$ cat src/hdl/io_line_map.svh
// Register identifiers, option codes, reset values and timing figures of the I/O line unit.
// Assumes inclusion by the design file, the checker and the bench; definitions only.
`ifndef IO_LINE_MAP_SVH
`define IO_LINE_MAP_SVH

`define CFG_DISABLED    3'h0
`define CFG_SPECIAL     3'h1
`define CFG_ADC         3'h2
`define CFG_DI          3'h3
`define CFG_DO_LOW      3'h4
`define CFG_DO_HIGH     3'h5
`define CFG_TXEN_LOW    3'h6
`define CFG_TXEN_HIGH   3'h7

`define ID_LINE_FIVE    5'h05
`define ID_LINE_SIX     5'h06
`define ID_LINE_SEVEN   5'h07
`define ID_INPUT_ONLY   5'h08
`define ID_FWD          5'h09
`define ID_SAMPLES      5'h0a
`define ID_FORCE        5'h0b
`define ID_DOUT         5'h0c
`define ID_CHG_MASK     5'h0d
`define ID_INTERVAL     5'h0e
`define ID_BOUND        5'h0f
`define ID_TIMEOUT0     5'h10
`define ID_TIMEOUT7     5'h17
`define ID_PWM_A_FN     5'h18
`define ID_PWM_B_FN     5'h19
`define ID_PWM_A_LVL    5'h1a
`define ID_PWM_B_LVL    5'h1b
`define ID_PWM_TIMEOUT  5'h1c
`define ID_RSSI_TIMER   5'h1d

`define RST_LINE_CFG    3'h0
`define RST_LINE_FIVE   3'h1
`define RST_LINE_SEVEN  3'h1
`define RST_FWD         1'b1
`define RST_SAMPLES     8'h01
`define RST_TIMEOUT     8'hff
`define RST_PWM_A_FN    2'h1
`define RST_PWM_B_FN    2'h0
`define RST_RSSI_TIMER  8'h28
`define RST_BOUND       64'hffffffffffffffff
`define BOUND_ANY       64'h000000000000ffff
`define PWM_FN_RSSI     2'h1
`define PWM_FN_OUT      2'h2
`define PWM_FN_MAX      2'h2

`define CLK_MHZ         100
`define TICK_MS_US      1000
`define TICK_100MS_US   100000

`endif

$ cat src/hdl/io_line_pkg.sv
// Types shared by the I/O line unit and its surroundings.
// Assumes the constant header io_line_map.svh is on the include path.
package io_line_pkg;

    typedef logic [2:0] line_cfg_t;

    typedef enum logic [1:0] {
        SMP_PERIODIC = 2'h0,
        SMP_FORCED   = 2'h1,
        SMP_CHANGE   = 2'h2,
        SMP_REMOTE   = 2'h3
    } smp_kind_t;

    typedef struct packed {
        logic        wr;
        logic [4:0]  id;
        logic [63:0] data;
    } cmd_t;

    typedef struct packed {
        logic        err;
        logic [63:0] data;
    } rsp_t;

    typedef struct packed {
        logic [63:0]     src;
        logic [7:0]      dmask;
        logic [7:0]      dlvl;
        logic [1:0]      pwm_set;
        logic [1:0][9:0] pwm_lvl;
        logic [7:0]      rssi;
    } rx_pkt_t;

    typedef struct packed {
        smp_kind_t       kind;
        logic            last;
        logic [8:0]      din_en;
        logic [8:0]      din;
        logic [5:0]      adc_en;
        logic [5:0][9:0] adc;
    } sample_t;

endpackage : io_line_pkg

$ cat src/hdl/io_line_unit.sv
// I/O line unit: line options, sampling, received line passing, PWM outputs.
// Assumes a command decoder feeding cmd_t words, a framer draining sample words,
// and the radio delivering decoded I/O packets on clk_sys.
// Notes on behaviour
// - input-only line: disabled or digital input
// - line seven: flow, input, outputs, transmit enables
// - line six: flow, input, outputs; no converter
// - line five: indicator blinks, converter, input, outputs
// - lines zero-four: converter, input, outputs
// - forward received I/O data framed when enabled
// - collect configured sample count before sending
// - force sample returns inputs, else error
// - command sets levels of output lines
// - queued samples go before change data
// - periodic sampling at millisecond interval
// - only bound sender may change outputs
// - line timeout restores default level
// - shared timeout zeroes remotely set PWM
// - PWM pin function: off, signal strength, PWM
// - 10-bit readable writable PWM level
// - signal-strength duty per packet, timer shutoff
`timescale 1ns/1ps
`include "io_line_map.svh"

module io_line_unit
    import io_line_pkg::*;
#(
    parameter int unsigned MS_CYCLES     = `TICK_MS_US * `CLK_MHZ,
    parameter int unsigned HUNDRED_CYCLES = `TICK_100MS_US * `CLK_MHZ
)(
    input  wire logic            clk_sys,
    input  wire logic            nrst,
    input  wire logic            cmd_valid,
    output logic                 cmd_ready,
    input  wire cmd_t            cmd,
    output logic                 rsp_valid,
    output rsp_t                 rsp,
    input  wire logic            rx_valid,
    input  wire rx_pkt_t         rx_pkt,
    output logic                 smp_valid,
    input  wire logic            smp_ready,
    output sample_t              smp,
    input  wire logic [8:0]      line_in,
    output logic [7:0]           line_out,
    output logic [7:0]           line_oe,
    input  wire logic [5:0][9:0] adc_in,
    input  wire logic            associated,
    input  wire logic            rx_room,
    input  wire logic            uart_tx_busy,
    output logic                 host_may_send,
    output logic [1:0]           pwm_pin
);

    line_cfg_t        cfg_q [9];
    logic             fwd_q;
    logic [7:0]       samples_q;
    logic [7:0]       chg_mask_q;
    logic [15:0]      interval_q;
    logic [63:0]      bound_q;
    logic [7:0]       tmo_q [8];
    logic [1:0]       pwm_fn_q [2];
    logic [9:0]       pwm_lvl_q [2];
    logic [7:0]       pwm_tmo_q;
    logic [7:0]       rssi_tmr_set_q;
    logic [8:0]       sync1_q;
    logic [8:0]       sync2_q;
    logic [8:0]       prev_q;
    logic [31:0]      ms_cnt_q;
    logic [31:0]      hms_cnt_q;
    logic             tick_ms;
    logic             tick_hms;
    logic [15:0]      per_cnt_q;
    logic [7:0]       batch_q;
    logic             force_p_q;
    logic             chg_p_q;
    logic             per_p_q;
    logic             rem_p_q;
    logic [8:0]       chg_din_q;
    sample_t          rem_word_q;
    logic [7:0]       lvl_q;
    logic [7:0]       tmr_q [8];
    logic [7:0]       run_q;
    logic [7:0]       pwm_tmr_q;
    logic [1:0]       pwm_rem_q;
    logic [7:0]       rssi_q;
    logic [7:0]       rssi_tmr_q;
    logic             blink_q;
    logic [9:0]       pwm_cnt_q;
    logic             wr_ok;
    logic             opt_ok;
    logic [8:0]       din_en;
    logic [5:0]       adc_en;
    logic [7:0]       do_en;
    logic [7:0]       dflt;
    logic [8:0]       chg_hit;
    logic             bound_ok;
    logic             in_valid;
    logic             in_ready;
    sample_t          in_word;
    sample_t          buf_q [2];
    logic             wr_ptr_q;
    logic             rd_ptr_q;
    logic [1:0]       count_q;

    // Option legality per line
    function automatic logic opt_legal(input logic [3:0] line, input line_cfg_t v);
        logic ok;
        ok = 1'b0;
        case (line)
            4'h8: ok = (v == `CFG_DISABLED) || (v == `CFG_DI);
            4'h7: ok = (v != `CFG_ADC);
            4'h6: ok = (v <= `CFG_DO_HIGH) && (v != `CFG_ADC);
            4'h5: ok = (v <= `CFG_DO_HIGH);
            default: ok = (v <= `CFG_DO_HIGH) && (v != `CFG_SPECIAL);
        endcase
        return ok;
    endfunction : opt_legal

    always_comb
    begin
        for (int i = 0; i < 9; i++)
            din_en[i] = (cfg_q[i] == `CFG_DI);
        for (int i = 0; i < 6; i++)
            adc_en[i] = (cfg_q[i] == `CFG_ADC);
        for (int i = 0; i < 8; i++)
        begin
            do_en[i] = (cfg_q[i] == `CFG_DO_LOW) || (cfg_q[i] == `CFG_DO_HIGH);
            dflt[i]  = (cfg_q[i] == `CFG_DO_HIGH);
        end
    end

    // Command decode; every command is answered one cycle later
    assign cmd_ready = 1'b1;

    // Option values are judged on writes only; reads of known registers answer, except ID_DOUT and a force with no inputs enabled
    always_comb
    begin
        opt_ok = 1'b1;
        if (cmd.wr && (cmd.id <= `ID_INPUT_ONLY))
            opt_ok = opt_legal(cmd.id[3:0], cmd.data[2:0]) && (cmd.data[63:3] == '0);
        else if (cmd.wr && (cmd.id == `ID_SAMPLES))
            opt_ok = (cmd.data[7:0] != 8'h00);
        else if (cmd.wr && ((cmd.id == `ID_PWM_A_FN) || (cmd.id == `ID_PWM_B_FN)))
            opt_ok = (cmd.data[1:0] <= `PWM_FN_MAX);
        else if (cmd.id == `ID_FORCE)
            opt_ok = (din_en != '0) || (adc_en != '0);
        else if (cmd.id > `ID_RSSI_TIMER)
            opt_ok = 1'b0;
    end

    assign wr_ok = cmd_valid && cmd.wr && opt_ok;

    always_ff @(posedge clk_sys)
    begin
        if (!nrst)
        begin
            for (int i = 0; i < 9; i++)
                cfg_q[i] <= `RST_LINE_CFG;
            cfg_q[5] <= `RST_LINE_FIVE;
            cfg_q[7] <= `RST_LINE_SEVEN;
            fwd_q <= `RST_FWD;
            samples_q <= `RST_SAMPLES;
            chg_mask_q <= '0;
            interval_q <= '0;
            bound_q <= `RST_BOUND;
            for (int i = 0; i < 8; i++)
                tmo_q[i] <= `RST_TIMEOUT;
            pwm_fn_q[0] <= `RST_PWM_A_FN;
            pwm_fn_q[1] <= `RST_PWM_B_FN;
            pwm_tmo_q <= `RST_TIMEOUT;
            rssi_tmr_set_q <= `RST_RSSI_TIMER;
        end
        else if (wr_ok)
        begin
            if (cmd.id <= `ID_INPUT_ONLY)
                cfg_q[cmd.id[3:0]] <= cmd.data[2:0];
            else if ((cmd.id >= `ID_TIMEOUT0) && (cmd.id <= `ID_TIMEOUT7))
                tmo_q[cmd.id[2:0]] <= cmd.data[7:0];
            case (cmd.id)
                `ID_FWD:         fwd_q <= cmd.data[0];
                `ID_SAMPLES:     samples_q <= cmd.data[7:0];
                `ID_CHG_MASK:    chg_mask_q <= cmd.data[7:0];
                `ID_INTERVAL:    interval_q <= cmd.data[15:0];
                `ID_BOUND:       bound_q <= cmd.data;
                `ID_PWM_A_FN:    pwm_fn_q[0] <= cmd.data[1:0];
                `ID_PWM_B_FN:    pwm_fn_q[1] <= cmd.data[1:0];
                `ID_PWM_TIMEOUT: pwm_tmo_q <= cmd.data[7:0];
                `ID_RSSI_TIMER:  rssi_tmr_set_q <= cmd.data[7:0];
                default:         ;
            endcase
        end
    end

    always_ff @(posedge clk_sys)
    begin
        if (!nrst)
        begin
            rsp_valid <= 1'b0;
            rsp <= '0;
        end
        else
        begin
            rsp_valid <= cmd_valid;
            rsp.err <= !opt_ok || (!cmd.wr && (cmd.id == `ID_DOUT));
            rsp.data <= '0;
            if (cmd.id <= `ID_INPUT_ONLY)
                rsp.data[2:0] <= cfg_q[cmd.id[3:0]];
            else if ((cmd.id >= `ID_TIMEOUT0) && (cmd.id <= `ID_TIMEOUT7))
                rsp.data[7:0] <= tmo_q[cmd.id[2:0]];
            case (cmd.id)
                `ID_FWD:         rsp.data[0] <= fwd_q;
                `ID_SAMPLES:     rsp.data[7:0] <= samples_q;
                `ID_FORCE:       rsp.data[8:0] <= sync2_q;
                `ID_CHG_MASK:    rsp.data[7:0] <= chg_mask_q;
                `ID_INTERVAL:    rsp.data[15:0] <= interval_q;
                `ID_BOUND:       rsp.data <= bound_q;
                `ID_PWM_A_FN:    rsp.data[1:0] <= pwm_fn_q[0];
                `ID_PWM_B_FN:    rsp.data[1:0] <= pwm_fn_q[1];
                `ID_PWM_A_LVL:   rsp.data[9:0] <= pwm_lvl_q[0];
                `ID_PWM_B_LVL:   rsp.data[9:0] <= pwm_lvl_q[1];
                `ID_PWM_TIMEOUT: rsp.data[7:0] <= pwm_tmo_q;
                `ID_RSSI_TIMER:  rsp.data[7:0] <= rssi_tmr_set_q;
                default:         ;
            endcase
        end
    end

    // Pin synchroniser and time bases
    always_ff @(posedge clk_sys)
    begin
        if (!nrst)
        begin
            sync1_q <= '0;
            sync2_q <= '0;
            prev_q <= '0;
        end
        else
        begin
            sync1_q <= line_in;
            sync2_q <= sync1_q;
            prev_q <= sync2_q;
        end
    end

    assign tick_ms  = (ms_cnt_q == MS_CYCLES - 1);
    assign tick_hms = (hms_cnt_q == HUNDRED_CYCLES - 1);

    always_ff @(posedge clk_sys)
    begin
        if (!nrst)
        begin
            ms_cnt_q <= '0;
            hms_cnt_q <= '0;
            blink_q <= 1'b0;
        end
        else
        begin
            ms_cnt_q <= tick_ms ? '0 : ms_cnt_q + 32'd1;
            hms_cnt_q <= tick_hms ? '0 : hms_cnt_q + 32'd1;
            if (tick_hms)
                blink_q <= !blink_q;
        end
    end

    // Sampling triggers; a set in the same cycle as the take keeps the trigger pending
    assign chg_hit  = {1'b0, chg_mask_q} & din_en & (sync2_q ^ prev_q);
    assign bound_ok = (bound_q != `RST_BOUND)
                   && ((bound_q == `BOUND_ANY) || (rx_pkt.src == bound_q));

    always_comb
    begin
        in_word = '0;
        in_word.din_en = din_en;
        in_word.din = sync2_q & din_en;
        in_word.adc_en = adc_en;
        for (int i = 0; i < 6; i++)
            in_word.adc[i] = adc_en[i] ? adc_in[i] : 10'h000;
        in_valid = 1'b1;
        if (force_p_q)
        begin
            in_word.kind = SMP_FORCED;
            in_word.last = 1'b1;
        end
        else if (chg_p_q)
        begin
            in_word.kind = SMP_CHANGE;
            in_word.last = 1'b1;
            in_word.din = chg_din_q;
            in_word.adc_en = '0;
            in_word.adc = '0;
        end
        else if (per_p_q)
        begin
            in_word.kind = SMP_PERIODIC;
            in_word.last = (batch_q == samples_q - 8'h01);
        end
        else if (rem_p_q)
            in_word = rem_word_q;
        else
            in_valid = 1'b0;
    end

    always_ff @(posedge clk_sys)
    begin
        if (!nrst)
        begin
            force_p_q <= 1'b0;
            chg_p_q <= 1'b0;
            per_p_q <= 1'b0;
            rem_p_q <= 1'b0;
            chg_din_q <= '0;
            rem_word_q <= '0;
            per_cnt_q <= '0;
            batch_q <= '0;
        end
        else
        begin
            if (in_valid && in_ready)
            begin
                if (force_p_q)
                    force_p_q <= 1'b0;
                else if (chg_p_q)
                begin
                    chg_p_q <= 1'b0;
                    batch_q <= '0;
                end
                else if (per_p_q)
                begin
                    per_p_q <= 1'b0;
                    batch_q <= in_word.last ? 8'h00 : batch_q + 8'h01;
                end
                else
                    rem_p_q <= 1'b0;
            end
            if (cmd_valid && (cmd.id == `ID_FORCE) && opt_ok)
                force_p_q <= 1'b1;
            if (chg_hit != '0)
            begin
                chg_p_q <= 1'b1;
                chg_din_q <= sync2_q & din_en;
            end
            if (interval_q == 16'h0000)
                per_cnt_q <= '0;
            else if (tick_ms)
            begin
                if (per_cnt_q >= interval_q - 16'h0001)
                begin
                    per_cnt_q <= '0;
                    per_p_q <= 1'b1;
                end
                else
                    per_cnt_q <= per_cnt_q + 16'h0001;
            end
            if (rx_valid && fwd_q)
            begin
                rem_p_q <= 1'b1;
                rem_word_q <= '{kind: SMP_REMOTE, last: 1'b1, din_en: {1'b0, rx_pkt.dmask},
                                din: {1'b0, rx_pkt.dlvl}, adc_en: '0, adc: '0};
            end
        end
    end

    // Two-entry buffer; a full buffer holds the triggers pending
    assign in_ready  = (count_q != 2'd2);
    assign smp_valid = (count_q != 2'd0);
    assign smp       = buf_q[rd_ptr_q];

    always_ff @(posedge clk_sys)
    begin
        if (!nrst)
        begin
            buf_q[0] <= '0;
            buf_q[1] <= '0;
            wr_ptr_q <= 1'b0;
            rd_ptr_q <= 1'b0;
            count_q <= '0;
        end
        else
        begin
            if (in_valid && in_ready)
            begin
                buf_q[wr_ptr_q] <= in_word;
                wr_ptr_q <= !wr_ptr_q;
            end
            if (smp_valid && smp_ready)
                rd_ptr_q <= !rd_ptr_q;
            count_q <= count_q + 2'(in_valid && in_ready) - 2'(smp_valid && smp_ready);
        end
    end

    // Output levels: default per option, set by command or bound sender
    always_ff @(posedge clk_sys)
    begin
        if (!nrst)
        begin
            lvl_q <= '0;
            run_q <= '0;
            for (int i = 0; i < 8; i++)
                tmr_q[i] <= '0;
        end
        else
        begin
            for (int i = 0; i < 8; i++)
            begin
                if (wr_ok && (cmd.id == 5'(i)))
                begin
                    lvl_q[i] <= (cmd.data[2:0] == `CFG_DO_HIGH);
                    run_q[i] <= 1'b0;
                end
                else if (wr_ok && (cmd.id == `ID_DOUT) && do_en[i])
                    lvl_q[i] <= cmd.data[i];
                else if (rx_valid && bound_ok)
                begin
                    if (rx_pkt.dmask[i] && do_en[i])
                    begin
                        lvl_q[i] <= rx_pkt.dlvl[i];
                        run_q[i] <= (rx_pkt.dlvl[i] != dflt[i]) && (tmo_q[i] != 8'h00);
                    end
                    tmr_q[i] <= tmo_q[i];
                end
                else if (tick_hms && run_q[i])
                begin
                    tmr_q[i] <= tmr_q[i] - 8'h01;
                    if (tmr_q[i] <= 8'h01)
                    begin
                        lvl_q[i] <= dflt[i];
                        run_q[i] <= 1'b0;
                    end
                end
            end
        end
    end

    always_ff @(posedge clk_sys)
    begin
        if (!nrst)
        begin
            line_out <= '0;
            line_oe <= '0;
            host_may_send <= 1'b0;
        end
        else
        begin
            line_out <= lvl_q;
            line_oe <= do_en;
            if (cfg_q[5] == `CFG_SPECIAL)
            begin
                line_out[5] <= associated && blink_q;
                line_oe[5] <= 1'b1;
            end
            host_may_send <= (cfg_q[6] != `CFG_SPECIAL) || !sync2_q[6];
            case (cfg_q[7])
                `CFG_SPECIAL:
                begin
                    line_out[7] <= !rx_room;
                    line_oe[7] <= 1'b1;
                end
                `CFG_TXEN_LOW:
                begin
                    line_out[7] <= !uart_tx_busy;
                    line_oe[7] <= 1'b1;
                end
                `CFG_TXEN_HIGH:
                begin
                    line_out[7] <= uart_tx_busy;
                    line_oe[7] <= 1'b1;
                end
                default: ;
            endcase
        end
    end

    // PWM levels, shared remote timeout, signal-strength display
    always_ff @(posedge clk_sys)
    begin
        if (!nrst)
        begin
            pwm_lvl_q[0] <= '0;
            pwm_lvl_q[1] <= '0;
            pwm_rem_q <= '0;
            pwm_tmr_q <= '0;
            rssi_q <= '0;
            rssi_tmr_q <= '0;
        end
        else
        begin
            for (int c = 0; c < 2; c++)
            begin
                if (wr_ok && (cmd.id == `ID_PWM_A_LVL + 5'(c)))
                begin
                    pwm_lvl_q[c] <= cmd.data[9:0];
                    pwm_rem_q[c] <= 1'b0;
                end
                else if (rx_valid && bound_ok && rx_pkt.pwm_set[c])
                begin
                    pwm_lvl_q[c] <= rx_pkt.pwm_lvl[c];
                    pwm_rem_q[c] <= (rx_pkt.pwm_lvl[c] != 10'h000);
                end
                else if (tick_hms && pwm_rem_q[c] && (pwm_tmr_q <= 8'h01))
                begin
                    pwm_lvl_q[c] <= '0;
                    pwm_rem_q[c] <= 1'b0;
                end
            end
            if (rx_valid && bound_ok)
                pwm_tmr_q <= pwm_tmo_q;
            else if (tick_hms && (pwm_tmr_q != 8'h00))
                pwm_tmr_q <= pwm_tmr_q - 8'h01;
            if (rx_valid)
            begin
                rssi_q <= rx_pkt.rssi;
                rssi_tmr_q <= rssi_tmr_set_q;
            end
            else if (tick_hms && (rssi_tmr_q != 8'h00))
                rssi_tmr_q <= rssi_tmr_q - 8'h01;
        end
    end

    // Free-running period shared by both pins keeps them phase aligned
    always_ff @(posedge clk_sys)
    begin
        if (!nrst)
        begin
            pwm_cnt_q <= '0;
            pwm_pin <= '0;
        end
        else
        begin
            pwm_cnt_q <= pwm_cnt_q + 10'h001;
            for (int c = 0; c < 2; c++)
            begin
                case (pwm_fn_q[c])
                    `PWM_FN_OUT:  pwm_pin[c] <= (pwm_cnt_q < pwm_lvl_q[c]);
                    `PWM_FN_RSSI: pwm_pin[c] <= (rssi_tmr_q != 8'h00)
                                             && (pwm_cnt_q < {rssi_q, 2'b00});
                    default:      pwm_pin[c] <= 1'b0;
                endcase
            end
        end
    end

endmodule : io_line_unit

$ cat config.mk
export PLATFORM = sky130hd
export DESIGN_NAME = io_line_unit
export DESIGN_NICKNAME = d
export VERILOG_FILES = /design/src/hdl/io_line_pkg.sv /design/src/hdl/io_line_unit.sv
export VERILOG_INCLUDE_DIRS = /design/src /design/src/hdl
export SDC_FILE = /design/constraint.sdc
export NUM_CORES = 2
export LEC_CHECK = 0
export ABC_AREA = 1
export BUFFER_PORTS_ARGS = -buffer_cell sky130_fd_sc_hd__buf_2
export CAP_MARGIN = 25
export CORE_MARGIN = 5
export CORE_UTILIZATION = 63
export CTS_CLUSTER_SIZE = 16
export DETAILED_ROUTE_END_ITERATION = 12
export HOLD_SLACK_MARGIN = 0.12
export PLACE_DENSITY = 0.82
export RECOVER_POWER = 100
export SKIP_CTS_REPAIR_TIMING = 1
export SLEW_MARGIN = 20
export SYNTH_ARGS = -nofsm -noshare
export SYNTH_HDL_FRONTEND = slang
export SYNTH_SLANG_ARGS = --single-unit
$ cat constraint.sdc
create_clock -name clk_sys -period 8 [get_ports clk_sys]
set_input_delay 0 -clock clk_sys [delete_from_list [all_inputs] [get_ports clk_sys]]
set_output_delay 0 -clock clk_sys [all_outputs]
set_load 0.005 [all_outputs]
==> flow_metrics.tcl <==
set metrics [dict create \
    p_int_mw 6.85 \
    row_count 90 \
    syn_area_mm2 0.0386 \
    postRouteWirelength_um 126000 \
    relSlewSlack_pct -129 \
    fmax_mhz 162 \
    slowest_delay_ns 1.48 \
    syn_inst 4760 \
    overflow 0 \
    die_height_um 258 \
    detail_route.vias_per_cell 5.88 \
    grt_max_degree 85 \
    power_frac_seq_pct 47.9 \
    ant_nets 0 \
    setup_viol 0 \
    placed_area_mm2 0.0415 \
    vias 36800 \
    drive_gt1_share_pct 10.3 \
    min_period_ns 6.17 \
    synth_edf_count 371 \
    finalPower_mw 9.18 \
    min_path_type "input pin to flop" \
    tightest_slew_ns 3.43 \
    power_switching_mw 2.32 \
    cts_tree "done" \
    synth_cell_type_count 58 \
    critPathTopFamily "buffers and inverters" \
    ys_ff_latch 774 \
    critPathSlowestCell "clkbuf_1" \
    crit_chain "dlygate4sd3_1 > clkbuf_1 > inv_1 > nand2_1 > nor2_1 > nor2_1 > nor2_1 > nor2_1 > nand4_1 > nand2_1 > nand2_1 > nor2_1 > clkbuf_1 > buf_16 > nand2_1 > o211ai_1 > dlygate4sd3_1" \
    cts.reportedPaths.clkPinSlew_ns 0.06 \
    cts_buffer_depth 3 \
    critPathRequiredTime_ns 8.55 \
    grt_pass1_wl_um 180000 \
    critPathKind "input pin to flop" \
    multi_input_area_mm2 0.0162 \
    synth-async-reset-ratio_pct 0 \
    ys_seq_area_share_pct 49.8 \
    p_leak_nw 20.8 \
    setup-tns-final_ns 0 \
    violations "capacitance limit, slew limit" \
    first_global_vias 32900 \
    cts_root_buf "clkbuf_16" \
    wl_per_cell_um 20.1 \
    core_mm2 0.0605 \
    start_util_pct 63.8 \
    io_buffers 429 \
    drt-initial-drc-count 4815 \
    dp_hpwl_um 84900 \
    post-route-drc-count 0 \
    antenna_found_initial 12 \
    area_growth_pct 19.5 \
    postLayoutCellArea_mm2 0.0461 \
    cp_num_buf_inv 6 \
    maxSlewViolCount 637 \
    avgSynthCellArea_um2 8.11 \
    critPathLaunchType "input pin" \
    period_share_pct 77.1 \
    finalHoldViolCount 0 \
    pwr-share-comb_pct 11.6 \
    nets 5734 \
    clkPwrFrac_pct 40.5 \
    regArea_mm2 0.0192 \
    numCtsBuffers 78 \
    cp-end-kind "flop" \
    gp_congestion 1.03 \
    worstPathMaxFanout 84 \
    synth_warnings 0 \
    firstDrtPassIters 12 \
    final_cell_mix "973 x nand2_1, 712 x nor2_1, 685 x inv_1" \
    fin_util_pct 76.2 \
    ir_drop_v 0.000153 \
    clock_latency_ns 0.63 \
    ios 431 \
    crit_top_cell "nor2_1" \
    outcome "finished, violations left" \
    synthFlopType "dfxtp_1" \
    crit_arrival_ns 6.72 \
    die_w_um 258 \
    clock_skew_ns 0.0263 \
    track_usage_pct 33.8 \
    clock-sinks 774 \
    sw_frac_of_total_pct 25.3 \
    h-tree-depth 3 \
    power_density_mw_per_mm2 199 \
    cap_violations 13 \
    n_fill_cell 4267 \
    die-area_mm2 0.0663 \
    rsz0062_at_grt "false" \
    final_common_cell "nand2_1" \
]
kinds of logic (layout without fill, tap and decap cells):
family / Yosys count / after routing / synth area share, %
compound gates: 651 / 651 / 10.0
xor+xnor: 118 / 118 / 2.68
fa+ha+maj: 74 / 74 / 2.40
buf+inv: 851 / 1537 / 8.41
flops: 774 / 774 / 49.8
mux: 87 / 87 / 2.54
other cells: 2 / 37 / 0.0195
simple gates: 2203 / 2203 / 24.2
power by group through the flow:
stage	Sequential [mW]	Clock (mW)	Combinational, mW
floorplan	4.44	0	0.557
global placement	4.46	0	0.931
detailed placement	4.47	0	0.951
CTS	4.38	3.73	0.962
global route	4.41	3.92	1.14
finish	4.40	3.72	1.06
area by class of cell:
class | instances | area share [%]
clock buffers | 107 | 4.66
diodes | 14 | 0.0760
inverters | 710 | 5.78
well taps | 782 | 2.12
multi-input cells | 3156 | 35.0
clock inverters | 37 | 0.936
flip-flops and latches | 774 | 41.7
repair buffers | 683 | 9.72
per-layer routing:
layer	up-vias	wire, µm	global-route usage, %
met3	499	14000	7.87
met4	0	6680	14.0
met5	-	0	0
met1	17000	47200	44.4
met2	2305	57700	54.3
li1	17000	-	-
registers in the layout, summed over array words and instances (netlist names), 10 cells and up, named ones only:
name,count
interval_q,16
hms_cnt_q,32
bound_q,64
rsp,65
ms_cnt_q,32
tmr_q,64
buf_q,174
pwm_lvl_q,20
pwm_cnt_q,10
tmo_q,64
rem_word_q,17
per_cnt_q,16
cfg_q,48
final timing paths:
kind,slack [ns],to,startpoint,cells past startpoint
worst max-delay path,1.83,bound_q[49],cmd[66],17
worst min-delay path,0.06,pwm_lvl_q[1][8],rx_pkt[29],5
worst max register to register,2.48,buf_q[1][1],force_p_q,7
worst min register to register,0.43,sync2_q[3],sync1_q[3],2
cells in the mapped netlist (all sizes together) (2+ instances only):
| master | n | area, µm² |
|---|---|---|
| o211ai | 87 | 653 |
| buf | 42 | 208 |
| and3 | 5 | 31.3 |
| nor2 | 720 | 2750 |
| o32ai | 5 | 43.8 |
| o21ai | 210 | 1050 |
| conb | 2 | 7.51 |
| mux2 | 87 | 980 |
| or3 | 4 | 25.0 |
| a311oi | 2 | 17.5 |
| dfxtp | 403 | 8070 |
| clkbuf | 99 | 372 |
| o31ai | 6 | 45.0 |
| edfxtp | 371 | 11100 |
| o21a | 8 | 60.1 |
| nand3 | 191 | 998 |
| nor3b | 10 | 75.1 |
| nand2 | 976 | 3680 |
| clkinv | 19 | 71.3 |
| nor4 | 50 | 313 |
| a21oi | 196 | 981 |
| nor3 | 115 | 601 |
| ha | 74 | 926 |
| inv | 691 | 2590 |
| o22ai | 44 | 275 |
| a31oi | 10 | 62.6 |
| a21o | 2 | 15.0 |
| a221oi | 16 | 140 |
| nand4 | 103 | 663 |
| o221ai | 16 | 140 |
| a211oi | 14 | 105 |
| xor2 | 76 | 666 |
| or2 | 19 | 119 |
| a21boi | 2 | 15.0 |
| a22oi | 21 | 158 |
| nand3b | 7 | 56.3 |
| o2111ai | 7 | 61.3 |
| xnor2 | 42 | 368 |
| or4 | 2 | 15.0 |
worst min-delay path: cells and delay by family:
family	cells	cell delay, ns
compound gates	1	0.08
simple gates	2	0.18
buf+inv	2	0.31
per-stage QoR:
| stage | instances | hold WS, ns | setup WS [ns] |
|---|---|---|---|
| finish | 6263 | 0.0555 | 1.83 |
| global route | 6260 | 0.124 | 1.66 |
| CTS | 6018 | -0.456 | 3.91 |
| detailed placement | 5874 | 0.192 | 3.63 |
| global placement | 5871 | 0.185 | 3.74 |
| floorplan | 4781 | 0.0935 | 4.33 |
No activity file was read; power rests on OpenSTA's default activity.
